**config.mk**
```make
export PLATFORM = sky130hd
export DESIGN_NAME = aao_exec_unit
export DESIGN_NICKNAME = d
export VERILOG_FILES = /design/src/aao_pkg.sv /design/src/aao_alu.sv /design/src/aao_exec_unit.sv /design/src/aao_shift.sv
export SDC_FILE = /design/constraint.sdc
export NUM_CORES = 1
export LEC_CHECK = 0
export BUFFER_PORTS_ARGS = -buffer_cell sky130_fd_sc_hd__buf_2
export CAP_MARGIN = 20
export CORE_AREA = 3 3 109 111
export CTS_BUF_LIST = sky130_fd_sc_hd__clkbuf_2 sky130_fd_sc_hd__clkbuf_4 sky130_fd_sc_hd__clkbuf_8
export DETAILED_ROUTE_END_ITERATION = 16
export DIE_AREA = 0 0 112 114
export PLACE_DENSITY = 0.8
export SLEW_MARGIN = 0
export SYNTH_ARGS = -nofsm -noshare
export SYNTH_HDL_FRONTEND = slang
export SYNTH_HIERARCHICAL = 1
export SYNTH_SLANG_ARGS = --single-unit
```
**constraint.sdc**
```tcl
create_clock -name core_clk -period 17 [get_ports core_clk]
set_clock_uncertainty 0.15 [all_clocks]
set_input_delay 5.1 -clock core_clk [delete_from_list [all_inputs] [get_ports core_clk]]
set_output_delay 5.1 -clock core_clk [all_outputs]
set_load 0.01 [all_outputs]
```
**src/aao_pkg.sv**
```systemverilog
package aao_pkg;

	localparam int DATA_W = 8;
	localparam int MSB    = DATA_W - 1;
	localparam int NIB    = 4;
	localparam int FLAG_W = 4;

	// Flag register bit positions
	localparam int FLAG_Z  = 0;
	localparam int FLAG_C  = 1;
	localparam int FLAG_HC = 2;
	localparam int FLAG_VF = 3;

	// Flag update masks
	localparam logic [FLAG_W-1:0] FM_NONE  = 4'h0;
	localparam logic [FLAG_W-1:0] FM_Z     = 4'h1;
	localparam logic [FLAG_W-1:0] FM_C     = 4'h2;
	localparam logic [FLAG_W-1:0] FM_ARITH = 4'hf;

	// Register port map
	localparam int              REG_AW     = 4;
	localparam logic [REG_AW-1:0] REG_ACC    = 4'h0;
	localparam logic [REG_AW-1:0] REG_FLAG   = 4'h1;
	localparam logic [REG_AW-1:0] REG_STACK  = 4'h2;
	localparam logic [REG_AW-1:0] REG_STATUS = 4'h3;

	localparam logic [DATA_W-1:0] ACC_RESET    = 8'h00;
	localparam logic [DATA_W-1:0] STACK_RESET  = 8'h00;
	localparam logic [FLAG_W-1:0] FLAG_RESET   = 4'h0;
	localparam logic [DATA_W-1:0] STACK_STEP   = 8'h02;
	localparam logic [DATA_W-1:0] STACK_HI_OFS = 8'h01;
	localparam logic [DATA_W-1:0] NEG_ONE      = 8'h01;

	typedef enum logic [4:0] {
		OP_IDX_ST,
		OP_XCH,
		OP_PUSHAF,
		OP_POPAF,
		OP_ADD,
		OP_ADDC,
		OP_ADDC1,
		OP_SUB,
		OP_SUBR,
		OP_SUBC,
		OP_SHR,
		OP_SRC,
		OP_SHL,
		OP_SLC,
		OP_SWAP,
		OP_AND,
		OP_OR,
		OP_XOR,
		OP_NOT,
		OP_NEG
	} aao_op_e;

	function automatic logic [FLAG_W-1:0] aao_flag_mask(aao_op_e op);
		case (op)
			OP_ADD, OP_ADDC, OP_ADDC1,
			OP_SUB, OP_SUBR, OP_SUBC:   return FM_ARITH;
			OP_SHR, OP_SRC, OP_SHL, OP_SLC: return FM_C;
			OP_AND, OP_OR, OP_XOR, OP_NEG: return FM_Z;
			default:                     return FM_NONE;
		endcase
	endfunction

	function automatic logic aao_is_unary(aao_op_e op);
		case (op)
			OP_SHR, OP_SRC, OP_SHL, OP_SLC,
			OP_SWAP, OP_NOT, OP_NEG: return 1'b1;
			default:                 return 1'b0;
		endcase
	endfunction

endpackage

```
**src/aao_alu.sv**
```systemverilog
`timescale 1ns/10ps
module aao_alu
	import aao_pkg::*;
(
	input  wire logic [DATA_W-1:0] x,
	input  wire logic [DATA_W-1:0] y,
	input  wire logic              cin,
	input  wire aao_op_e           op,
	output logic [DATA_W-1:0]      res,
	output logic [FLAG_W-1:0]      fl
);

	logic [DATA_W:0] sum;
	logic [DATA_W:0] dif;
	logic [NIB:0]    nsum;
	logic [NIB:0]    ndif;
	logic            sub;

	always_comb begin
		sub  = (op == OP_SUB) || (op == OP_SUBR) || (op == OP_SUBC);
		sum  = {1'b0, x} + {1'b0, y} + {{DATA_W{1'b0}}, cin};
		dif  = {1'b0, x} - {1'b0, y} - {{DATA_W{1'b0}}, cin};
		nsum = {1'b0, x[NIB-1:0]} + {1'b0, y[NIB-1:0]} + {{NIB{1'b0}}, cin};
		ndif = {1'b0, x[NIB-1:0]} - {1'b0, y[NIB-1:0]} - {{NIB{1'b0}}, cin};
		res  = sub ? dif[DATA_W-1:0] : sum[DATA_W-1:0];
		fl   = FM_NONE;
		// Borrow out of the top bit doubles as carry for subtraction
		fl[FLAG_C]  = sub ? dif[DATA_W] : sum[DATA_W];
		fl[FLAG_HC] = sub ? ndif[NIB] : nsum[NIB];
		fl[FLAG_VF] = sub ? ((x[MSB] != y[MSB]) && (res[MSB] != x[MSB]))
			: ((x[MSB] == y[MSB]) && (res[MSB] != x[MSB]));
		case (op)
			OP_AND:  res = x & y;
			OP_OR:   res = x | y;
			OP_XOR:  res = x ^ y;
			default: res = res;
		endcase
		fl[FLAG_Z] = (res == '0);
	end

endmodule // aao_alu

```
**src/aao_exec_unit.sv**
```systemverilog
// Summary of operation
// - Indirect store writes accumulator to address held in a pointer byte; flags kept.
// - Exchange swaps accumulator and memory byte; flags kept.
// - Push stores accumulator and flags pair at stack pointer, then adds two.
// - Pop subtracts two from stack pointer, then loads accumulator and flags.
// - Add immediate sums into accumulator, updating zero, carry, half carry, overflow.
// - Add memory sums into accumulator or memory, updating all four flags.
// - Add with carry memory forms add accumulator, memory and carry.
// - Single operand add with carry adds carry to accumulator or memory.
// - Subtract immediate or memory from accumulator, all four flags updated.
// - Memory destination subtract stores memory minus accumulator back to memory.
// - Subtract with borrow gives accumulator minus memory minus carry.
// - Zero fill right shift moves bits down, old bit 0 to carry only.
// - Right rotate through carry puts old carry in bit 7.
// - Zero fill left shift moves bits up, old bit 7 to carry only.
// - Left rotate through carry puts old carry in bit 0.
// - Nibble swap exchanges accumulator halves, flags untouched.
// - AND with immediate or memory, result to accumulator or memory, zero only.
// - OR with immediate or memory, result to accumulator or memory, zero only.
// - XOR with immediate or memory, result to accumulator or memory, zero only.
// - XOR may target an I/O register, written back to that register.
// - Complement inverts accumulator or memory byte in place.
// - Negate replaces accumulator with inverted value plus one.
// - Zero flag set when affecting result is zero, else cleared.
// - Half carry set on carry out of the low nibble for add, borrow out of it for subtract.
// - Carry flag is unsigned carry for add, borrow for subtract.
// - Overflow set when signed result leaves the byte range.
`timescale 1ns/10ps
module aao_exec_unit
	import aao_pkg::*;
(
	input  wire logic              core_clk,
	input  wire logic              nrst,
	input  wire logic              cmd_valid,
	output logic                   cmd_ready,
	input  wire aao_op_e           cmd_op,
	input  wire logic              cmd_src_mem,
	input  wire logic              cmd_to_mem,
	input  wire logic              cmd_io,
	input  wire logic [DATA_W-1:0] cmd_addr,
	input  wire logic [DATA_W-1:0] cmd_imm,
	output logic                   done,
	output logic [DATA_W-1:0]      mem_addr,
	output logic [DATA_W-1:0]      mem_wdata,
	output logic                   mem_we,
	output logic                   mem_re,
	output logic                   mem_io,
	input  wire logic [DATA_W-1:0] mem_rdata,
	input  wire logic [REG_AW-1:0] reg_addr,
	input  wire logic [DATA_W-1:0] reg_wdata,
	input  wire logic              reg_wr,
	input  wire logic              reg_rd,
	output logic [DATA_W-1:0]      reg_rdata
);

	typedef enum logic [2:0] {
		S_IDLE,
		S_WAIT,
		S_EXEC,
		S_PUSH2,
		S_POP2,
		S_POP3
	} aao_state_e;

	aao_state_e          state;
	aao_op_e             op_q;
	logic                to_mem_q;
	logic                use_mem_q;
	logic [DATA_W-1:0]   imm_q;
	logic [DATA_W-1:0]   acc;
	logic [FLAG_W-1:0]   flags;
	logic [DATA_W-1:0]   stack_top_pointer;
	logic                accept;
	logic                need_read;
	logic                exec;
	logic                sw_wr;
	logic [DATA_W-1:0]   opnd;
	logic [DATA_W-1:0]   alu_x;
	logic [DATA_W-1:0]   alu_y;
	logic                alu_cin;
	logic [DATA_W-1:0]   alu_res;
	logic [FLAG_W-1:0]   alu_fl;
	logic [DATA_W-1:0]   sh_v;
	logic [DATA_W-1:0]   sh_res;
	logic                sh_cout;
	logic [DATA_W-1:0]   res;
	logic [FLAG_W-1:0]   res_fl;
	logic [FLAG_W-1:0]   fmask;
	logic [FLAG_W-1:0]   next_flags;

	assign cmd_ready = (state == S_IDLE);
	assign accept    = cmd_ready && cmd_valid;
	assign exec      = (state == S_EXEC);
	// Software writes are held off while an operation owns the registers
	assign sw_wr     = reg_wr && cmd_ready;
	assign need_read = cmd_src_mem || cmd_to_mem || (cmd_op == OP_IDX_ST)
		|| (cmd_op == OP_XCH) || (cmd_op == OP_POPAF);
	// Memory data is valid in the cycle after the read strobe, i.e. in S_EXEC
	assign opnd      = use_mem_q ? mem_rdata : imm_q;

	// Operand routing into the adder
	always_comb begin
		alu_x   = acc;
		alu_y   = opnd;
		alu_cin = 1'b0;
		case (op_q)
			OP_SUBR: begin
				alu_x = opnd;
				alu_y = acc;
			end
			OP_ADDC1: begin
				alu_x   = to_mem_q ? opnd : acc;
				alu_y   = '0;
				alu_cin = flags[FLAG_C];
			end
			OP_ADDC, OP_SUBC: alu_cin = flags[FLAG_C];
			default: alu_cin = 1'b0;
		endcase
	end

	assign sh_v = to_mem_q ? opnd : acc;

	aao_alu u_alu (
		.x   (alu_x),
		.y   (alu_y),
		.cin (alu_cin),
		.op  (op_q),
		.res (alu_res),
		.fl  (alu_fl)
	);

	aao_shift u_shift (
		.v    (sh_v),
		.cin  (flags[FLAG_C]),
		.op   (op_q),
		.res  (sh_res),
		.cout (sh_cout)
	);

	// Untouched flags pass through the mask unchanged
	always_comb begin
		res        = aao_is_unary(op_q) ? sh_res : alu_res;
		res_fl     = alu_fl;
		res_fl[FLAG_Z] = (res == '0);
		if (aao_is_unary(op_q))
			res_fl[FLAG_C] = sh_cout;
		fmask      = aao_flag_mask(op_q);
		next_flags = (flags & ~fmask) | (res_fl & fmask);
	end

	always_ff @(posedge core_clk or negedge nrst) begin
		if (!nrst) begin
			state <= S_IDLE;
		end else begin
			case (state)
				S_IDLE:  if (cmd_valid) state <= need_read ? S_WAIT : S_EXEC;
				S_WAIT:  state <= S_EXEC;
				S_EXEC: begin
					if (op_q == OP_PUSHAF)
						state <= S_PUSH2;
					else if (op_q == OP_POPAF)
						state <= S_POP2;
					else
						state <= S_IDLE;
				end
				S_PUSH2: state <= S_IDLE;
				S_POP2:  state <= S_POP3;
				S_POP3:  state <= S_IDLE;
				default: state <= S_IDLE;
			endcase
		end
	end

	always_ff @(posedge core_clk or negedge nrst) begin
		if (!nrst) begin
			op_q      <= OP_ADD;
			to_mem_q  <= 1'b0;
			use_mem_q <= 1'b0;
			imm_q     <= '0;
		end else if (accept) begin
			op_q      <= cmd_op;
			to_mem_q  <= cmd_to_mem;
			use_mem_q <= need_read;
			imm_q     <= cmd_imm;
		end
	end

	always_ff @(posedge core_clk or negedge nrst) begin
		if (!nrst) begin
			acc <= ACC_RESET;
		end else if (exec) begin
			case (op_q)
				OP_IDX_ST, OP_PUSHAF: acc <= acc;
				OP_XCH:   acc <= opnd;
				OP_POPAF: acc <= mem_rdata;
				default:  if (!to_mem_q) acc <= res;
			endcase
		end else if (sw_wr && reg_addr == REG_ACC) begin
			acc <= reg_wdata;
		end
	end

	always_ff @(posedge core_clk or negedge nrst) begin
		if (!nrst) begin
			flags <= FLAG_RESET;
		end else if (exec) begin
			flags <= next_flags;
		end else if (state == S_POP3) begin
			flags <= mem_rdata[FLAG_W-1:0];
		end else if (sw_wr && reg_addr == REG_FLAG) begin
			flags <= reg_wdata[FLAG_W-1:0];
		end
	end

	always_ff @(posedge core_clk or negedge nrst) begin
		if (!nrst) begin
			stack_top_pointer <= STACK_RESET;
		end else if (accept && cmd_op == OP_POPAF) begin
			stack_top_pointer <= stack_top_pointer - STACK_STEP;
		end else if (state == S_PUSH2) begin
			stack_top_pointer <= stack_top_pointer + STACK_STEP;
		end else if (sw_wr && reg_addr == REG_STACK) begin
			stack_top_pointer <= reg_wdata;
		end
	end

	// Memory and I/O port: every output is a flop, strobes last one cycle
	always_ff @(posedge core_clk or negedge nrst) begin
		if (!nrst) begin
			mem_addr  <= '0;
			mem_wdata <= '0;
			mem_we    <= 1'b0;
			mem_re    <= 1'b0;
			mem_io    <= 1'b0;
		end else begin
			mem_we <= 1'b0;
			mem_re <= 1'b0;
			if (accept) begin
				mem_re   <= need_read;
				mem_io   <= cmd_io;
				mem_addr <= (cmd_op == OP_POPAF)
					? stack_top_pointer - STACK_STEP : cmd_addr;
			end else if (exec) begin
				case (op_q)
					OP_IDX_ST: begin
						mem_we    <= 1'b1;
						mem_io    <= 1'b0;
						mem_addr  <= opnd;
						mem_wdata <= acc;
					end
					OP_XCH: begin
						mem_we    <= 1'b1;
						mem_wdata <= acc;
					end
					OP_PUSHAF: begin
						mem_we    <= 1'b1;
						mem_io    <= 1'b0;
						mem_addr  <= stack_top_pointer;
						mem_wdata <= acc;
					end
					OP_POPAF: begin
						mem_re   <= 1'b1;
						mem_addr <= stack_top_pointer + STACK_HI_OFS;
					end
					default: begin
						if (to_mem_q) begin
							mem_we    <= 1'b1;
							mem_wdata <= res;
						end
					end
				endcase
			end else if (state == S_PUSH2) begin
				mem_we    <= 1'b1;
				mem_addr  <= stack_top_pointer + STACK_HI_OFS;
				mem_wdata <= {{(DATA_W-FLAG_W){1'b0}}, flags};
			end
		end
	end

	always_ff @(posedge core_clk or negedge nrst) begin
		if (!nrst) begin
			done <= 1'b0;
		end else begin
			done <= (exec && op_q != OP_PUSHAF && op_q != OP_POPAF)
				|| (state == S_PUSH2) || (state == S_POP3);
		end
	end

	// Read data stands only in the cycle after the strobe
	always_ff @(posedge core_clk or negedge nrst) begin
		if (!nrst) begin
			reg_rdata <= '0;
		end else if (reg_rd) begin
			case (reg_addr)
				REG_ACC:    reg_rdata <= acc;
				REG_FLAG:   reg_rdata <= {{(DATA_W-FLAG_W){1'b0}}, flags};
				REG_STACK:  reg_rdata <= stack_top_pointer;
				REG_STATUS: reg_rdata <= {{(DATA_W-1){1'b0}}, ~cmd_ready};
				default:    reg_rdata <= '0;
			endcase
		end else begin
			reg_rdata <= '0;
		end
	end

	a_idx_store: assert property (@(posedge core_clk) disable iff (!nrst)
		exec && op_q == OP_IDX_ST |=> mem_we && mem_addr == $past(opnd)
			&& mem_wdata == $past(acc) && flags == $past(flags))
		else $error("indirect store address, data or flags wrong");

	a_xch_swap: assert property (@(posedge core_clk) disable iff (!nrst)
		exec && op_q == OP_XCH |=> acc == $past(opnd)
			&& mem_wdata == $past(acc) && mem_we && flags == $past(flags))
		else $error("exchange did not swap both ways");

	a_push_step: assert property (@(posedge core_clk) disable iff (!nrst)
		exec && op_q == OP_PUSHAF |-> ##2 (mem_we
			&& stack_top_pointer
				== 8'($past(stack_top_pointer, 2) + STACK_STEP)
			&& mem_addr
				== 8'($past(stack_top_pointer, 2) + STACK_HI_OFS)))
		else $error("push did not write pair and advance pointer");

	a_pop_first: assert property (@(posedge core_clk) disable iff (!nrst)
		accept && cmd_op == OP_POPAF |=>
			stack_top_pointer == 8'($past(stack_top_pointer) - STACK_STEP)
			&& mem_re && mem_addr == stack_top_pointer)
		else $error("pop did not lower pointer before reading");

	a_add_acc: assert property (@(posedge core_clk) disable iff (!nrst)
		exec && op_q == OP_ADD && !to_mem_q
			|=> acc == 8'($past(acc) + $past(opnd)))
		else $error("add result wrong");

	a_sub_borrow: assert property (@(posedge core_clk) disable iff (!nrst)
		exec && op_q == OP_SUB |=> flags[FLAG_C] == ($past(acc) < $past(opnd)))
		else $error("subtract borrow wrong");

	a_shift_carry: assert property (@(posedge core_clk) disable iff (!nrst)
		exec && op_q == OP_SHR |=> flags[FLAG_C] == $past(sh_v[0])
			&& (flags & ~FM_C) == ($past(flags) & ~FM_C))
		else $error("right shift carry or other flags wrong");

	a_swap_nibble: assert property (@(posedge core_clk) disable iff (!nrst)
		exec && op_q == OP_SWAP && !to_mem_q |=> acc[NIB-1:0] == $past(acc[MSB:NIB])
			&& acc[MSB:NIB] == $past(acc[NIB-1:0]) && flags == $past(flags))
		else $error("nibble swap wrong");

	a_logic_zero: assert property (@(posedge core_clk) disable iff (!nrst)
		exec && (op_q == OP_AND || op_q == OP_OR || op_q == OP_XOR)
			|=> flags[FLAG_Z] == ((to_mem_q ? mem_wdata : acc) == '0)
			&& (flags & ~FM_Z) == ($past(flags) & ~FM_Z))
		else $error("logic zero flag wrong or other flag moved");

endmodule // aao_exec_unit

```
**src/aao_shift.sv**
```systemverilog
`timescale 1ns/10ps
module aao_shift
	import aao_pkg::*;
(
	input  wire logic [DATA_W-1:0] v,
	input  wire logic              cin,
	input  wire aao_op_e           op,
	output logic [DATA_W-1:0]      res,
	output logic                   cout
);

	always_comb begin
		res  = v;
		cout = cin;
		case (op)
			OP_SHR: begin
				res  = {1'b0, v[MSB:1]};
				cout = v[0];
			end
			OP_SRC: begin
				res  = {cin, v[MSB:1]};
				cout = v[0];
			end
			OP_SHL: begin
				res  = {v[MSB-1:0], 1'b0};
				cout = v[MSB];
			end
			OP_SLC: begin
				res  = {v[MSB-1:0], cin};
				cout = v[MSB];
			end
			OP_SWAP: res = {v[NIB-1:0], v[MSB:NIB]};
			OP_NOT:  res = ~v;
			OP_NEG:  res = (~v) + NEG_ONE;
			default: res = v;
		endcase
	end

endmodule // aao_shift

```
==> summary.txt, run 1 <==
Die
  • Core Area: 0.0109 mm2
  • Site Rows: 38
  • Die area: 0.0128 mm2
  • Ports: 78
  • Die Width: 112 um
  • Die height: 114 um
  • Starting Density: 59.7%

Place
  • Placed Area: 0.00687 mm2
  • Detailed placement HPWL: 16700 um
  • Port Buffers: 77
  • GPL Wtd Cong: 0.933

Clocking
  • TritonCTS clock tree: built
  • Clock Path Buffers: 2
  • Hold buffers post-CTS: 0
  • Post_cts resized: 0
  • Root Driver: clkbuf_8
  • Worst-path clk slew: 0.08 ns
  • CTS buffer count: 9
  • Clock latency on the worst-skew pair: 0.36 ns
  • CTS sink count: 66
  • H-tree Lvls: 3
  • Post-CTS setup buffers: 0

Worst hold path
  • Hold Crit Class: flip-flop to flip-flop
  • Hold Startpoint: mem_addr[3]

Timing
  • Fmax: 107 MHz
  • Setup_tns: 0 ns
  • Post-route minimum period: 9.38 ns
  • Max-slew violation count: 0
  • RSZ-0062 raised after global routing: no
  • Worst slew pin tran: 1.04 ns
  • Hold slack: 0.327 ns
  • Slew HR: 30.8%
  • Final hold violation count: 0
  • Final Setup Violations: 0
  • Fin crit share: 55.2%

Global route
  • Total track usage: 34.6%
  • Vias in the first global route: 6553
  • Largest net degree at the start of global routing: 67
  • GRT overflow: 0
  • First-pass GRT wire length: 35300 um
  • Initial antenna violation count: 0

Worst setup path
  • CP max stage cell: fa_1
  • Worst-path cell chain: buf_2 -> mux2i_1 -> o21ai_0 -> fa_1 -> inv_1 -> ha_1 -> or2_2 -> fa_1 -> o21ai_0 -> nor2b_1 -> xnor2_1 -> a222oi_1 -> o21ai_0 -> nor4_1 -> and3_1 -> o32ai_1 -> a21oi_1
  • CP startpoint kind: input port
  • Start of the worst register-to-register path: op_q[3]
  • CP max stage delay: 0.71 ns
  • CP Data Required Time: 17.14 ns
  • Top cell by count, worst path: o21ai_0
  • Crit path from: mem_rdata[0]
  • Arrival time worst endpoint: 9.52 ns
  • Critical path peak fanout: 5
  • Worst Setup End Kind: flip-flop
  • Reg2reg setup slack: 10.46 ns
  • WS Path Type: input port to flip-flop

Drt
  • DRC: 0
  • DRT antenna net count: 0
  • WL per Instance: 22.0 um
  • DR pass1 iterations: 8
  • Total number of vias: 6906
  • Detailed Route Iter0 Violations: 815
  • Vias per cell: 6.78
  • WL final: 22400 um

Logic synthesis
  • Yosys warns: 6
  • Post-Syn Nets: 923
  • Post-synthesis cell area: 0.00650 mm2
  • Post-synthesis average cell area: 7.77 um2
  • Post-synthesis cell count: 836

Outcome
  • Status: finished, final reports clean

Cells and area
  • Share of layout cells above drive strength 1: 16.0%
  • N_diodes: 0
  • Layout Utilization: 65.0%
  • Final Net Count: 961
  • Synth-to-Final Area Change: 8.82%
  • Design area: 0.00707 mm2

Run
  • Max cap viols: 0
[through the flow]
stage | instances | worst slack, ns
finish | 1019 | 7.62
global route | 1019 | 7.32
CTS | 1019 | 7.71
detailed placement | 1003 | 7.36
global placement | 1003 | 7.57
floorplan | 836 | 8.13
[metal layers]
metal / global-route usage (%) / part of all wire, %
met5: 0 / 0
met4: 19.4 / 6.2
met3: 4.72 / 6.7
met2: 58.1 / 48
met1: 42.9 / 39
[registers in the layout (all words and copies together) (netlist names), 3 cells and up, named ones only]
signal             count
state                  3
op_q                   5
imm_q                  8
stack_top_pointer      8
reg_rdata              8
acc                    8
mem_addr               8
mem_wdata              8
[final timing paths]
kind / cells past startpoint / endpoint
max in group asynchronous: 2 / mem_we
worst min-delay path: 2 / mem_addr[3]
worst max register to register: 17 / flip-flop
worst max-delay path: 17 / flip-flop
worst min register to register: 2 / mem_addr[3]
min in group asynchronous: 2 / mem_addr[3]
[critical path, delay by kind of cell]
family,cells,cell delay [ns]
compound gates,6,1.34
xor+xnor,1,0.12
fa+ha+maj,3,1.29
buf+inv,2,0.17
mux,1,0.42
simple gates,4,1.05
[cell usage in the layout, fill, tap and decap left out, types with 13 or more instances in the layout]
cell type and n:
nand2_1 97, nor2_1 79, buf_2 77, a21oi_1 69, dfrtp_1 65, o21ai_0 61
inv_1 42, ha_1 34, mux2i_1 28, nand3_1 19, nor3_1 18, xnor2_1 18
a211oi_1 14, and3_1 13
[layout make-up]
class	instances	area, um2
clock buffers	11	145
clock inverters	5	53.8
fillers	992	3820
inverters	42	158
multi-input cells	673	4460
flip-flops and latches	66	1650
well taps	140	175
repair buffers	82	423
Power of run 1 is not shown: default switching activity piles up to over one toggle a cycle in this logic, so the estimate is an artifact.
==> run 2: changes to the inputs <==
==> constraint.sdc (replaced) <==
create_clock -name core_clk -period 8.7 [get_ports core_clk]
set_clock_uncertainty 0.15 [all_clocks]
set_input_delay 2.61 -clock core_clk [delete_from_list [all_inputs] [get_ports core_clk]]
set_output_delay 2.61 -clock core_clk [all_outputs]
set_load 0.01 [all_outputs]
==> run 2 against run 1 <==
Against the previous run:
- first-iteration DRC count rose by 19%
- sequential share of layout area fell by 0.078 points
- cell count did not move
- non-clock buffer count did not move
- worst hold slack improved by 0.0038 ns
- critical path depth did not move
==> summary.txt, run 2 (same netlist as run 1, synthesis figures left out) <==
Clocking
  • Clock Path Buffers: 2 (unchanged)
  • H-tree Lvls: 3 (unchanged)
  • Hold buffers post-CTS: 0 (unchanged)
  • CTS buffer count: 9 (unchanged)
  • Post_cts resized: 0 (unchanged)
  • Clock latency on the worst-skew pair: 0.36 ns (about the same)
  • Post-CTS setup buffers: 0 (unchanged)
  • Worst-path clk slew: 0.08 ns (about the same)
  • Root Driver: clkbuf_8 (unchanged)
  • TritonCTS clock tree: built (unchanged)
  • CTS sink count: 66 (unchanged)

Global route
  • Initial antenna violation count: 0 (unchanged)
  • Largest net degree at the start of global routing: 67 (unchanged)
  • Total track usage: 34.5% (was 34.6%)
  • First-pass GRT wire length: 35300 um (about the same)
  • GRT overflow: 0 (unchanged)
  • Vias in the first global route: 6612 (was 6553)

Die
  • Die area: 0.0128 mm2 (unchanged)
  • Ports: 78 (unchanged)
  • Core Area: 0.0109 mm2 (unchanged)
  • Die Width: 112 um (unchanged)
  • Die height: 114 um (unchanged)
  • Starting Density: 59.7% (unchanged)
  • Site Rows: 38 (unchanged)

Worst setup path
  • Critical path peak fanout: 5 (unchanged)
  • Arrival time worst endpoint: 6.93 ns (was 9.52 ns)
  • WS Path Type: input port to flip-flop (unchanged)
  • CP startpoint kind: input port (unchanged)
  • Worst Setup End Kind: flip-flop (unchanged)
  • CP Data Required Time: 8.84 ns (was 17.14 ns)

Place
  • Port Buffers: 77 (unchanged)
  • Detailed placement HPWL: 16700 um (about the same)
  • GPL Wtd Cong: 0.943 (was 0.933)

Cells and area
  • Synth-to-Final Area Change: 9.18% (was 8.82%)
  • Most common cell after layout, fill and taps aside: nand2_1 (unchanged)
  • Final Net Count: 961 (unchanged)
  • N_diodes: 0 (unchanged)
  • Share of layout cells above drive strength 1: 16.0% (unchanged)
  • Commonest non-fill, non-tap cells in the layout: nand2_1, nor2_1, buf_2, a21oi_1, dfrtp_1 (unchanged)

Timing
  • Post-route minimum period: 6.79 ns
  • Worst slew pin tran: 1.07 ns (was 1.04 ns)
  • Fin crit share: 78.1%
  • Fmax: 147 MHz
  • Setup_tns: 0 ns (unchanged)
  • Max-slew violation count: 0 (unchanged)
  • Slew HR: 28.7% (was 30.8%)
  • Final hold violation count: 0 (unchanged)
  • Final Setup Violations: 0 (unchanged)
  • RSZ-0062 raised after global routing: no (unchanged)

Drt
  • DRT antenna net count: 0 (unchanged)
  • Detailed Route Iter0 Violations: 972 (was 815)
  • DR pass1 iterations: 8 (unchanged)
  • WL per Instance: 21.9 um (was 22.0 um)
  • WL final: 22300 um (was 22400 um)
  • Vias per cell: 6.69 (was 6.78)
  • DRC: 0 (unchanged)
  • Total number of vias: 6815 (was 6906)

Run
  • Max cap viols: 0 (unchanged)

Worst hold path
  • Hold Crit Class: flip-flop to flip-flop (unchanged)

Outcome
  • Status: finished, final reports clean (unchanged)
==> run 2: final cells by class <==
type	count	area [um2]
Multi-Input combinational cell	673	4460
Clock buffer	11	145
Inverter	42	158
Tap cell	140	175
Clock inverter	5	77.6
Sequential cell	66	1650
Fill cell	956	3790
Timing Repair Buffer	82	423
==> run 2: critical path: stages <==
cell      delay, ns
buf_2          0.11
mux2i_1        0.40
o21ai_0        0.37
fa_1           0.71
inv_1          0.06
ha_1           0.19
or2_2          0.31
fa_1           0.39
o21ai_0        0.24
nor2b_1        0.26
xnor2_1        0.09
a222oi_1       0.31
o21ai_0        0.20
nor4_1         0.25
and3_1         0.19
o32ai_1        0.08
a21oi_1        0.14
==> run 2: path summary, 6_finish.rpt <==
check / from / endpoint / slack, ns / depth (start not counted)
min: mem_addr[3] / mem_addr[3] / 0.33 / 2
min reg2reg: mem_addr[3] / mem_addr[3] / 0.33 / 2
max reg2reg: op_q[3] / flip-flop / 2.29 / 19
max: mem_rdata[0] / flip-flop / 1.91 / 17
min in group asynchronous: nrst / mem_addr[3] / 2.28 / 2
max in group asynchronous: nrst / mem_we / 5.53 / 2
==> run 2: through the flow <==
stage	instances	setup slack (ns)	area [um2]	utilization, %	hold WS (ns)
floorplan	836	2.32	6500	-	0.295
global placement	1003	1.76	6870	63.1	0.315
detailed placement	1003	1.59	6870	63.1	0.316
CTS	1019	1.93	7100	65.2	0.334
global route	1019	1.50	7100	65.2	0.348
finish	1019	1.91	7100	65.2	0.330
==> run 2: layer usage <==
metal,vias to the layer above,global-route usage [%],part of all wire [%]
met3,67,3.87,6.5
met2,327,60.1,49
met5,-,0,0
li1,3151,-,-
met1,3270,43.0,40
met4,0,16.4,3.8
Power of run 2 is left out for the same reason.
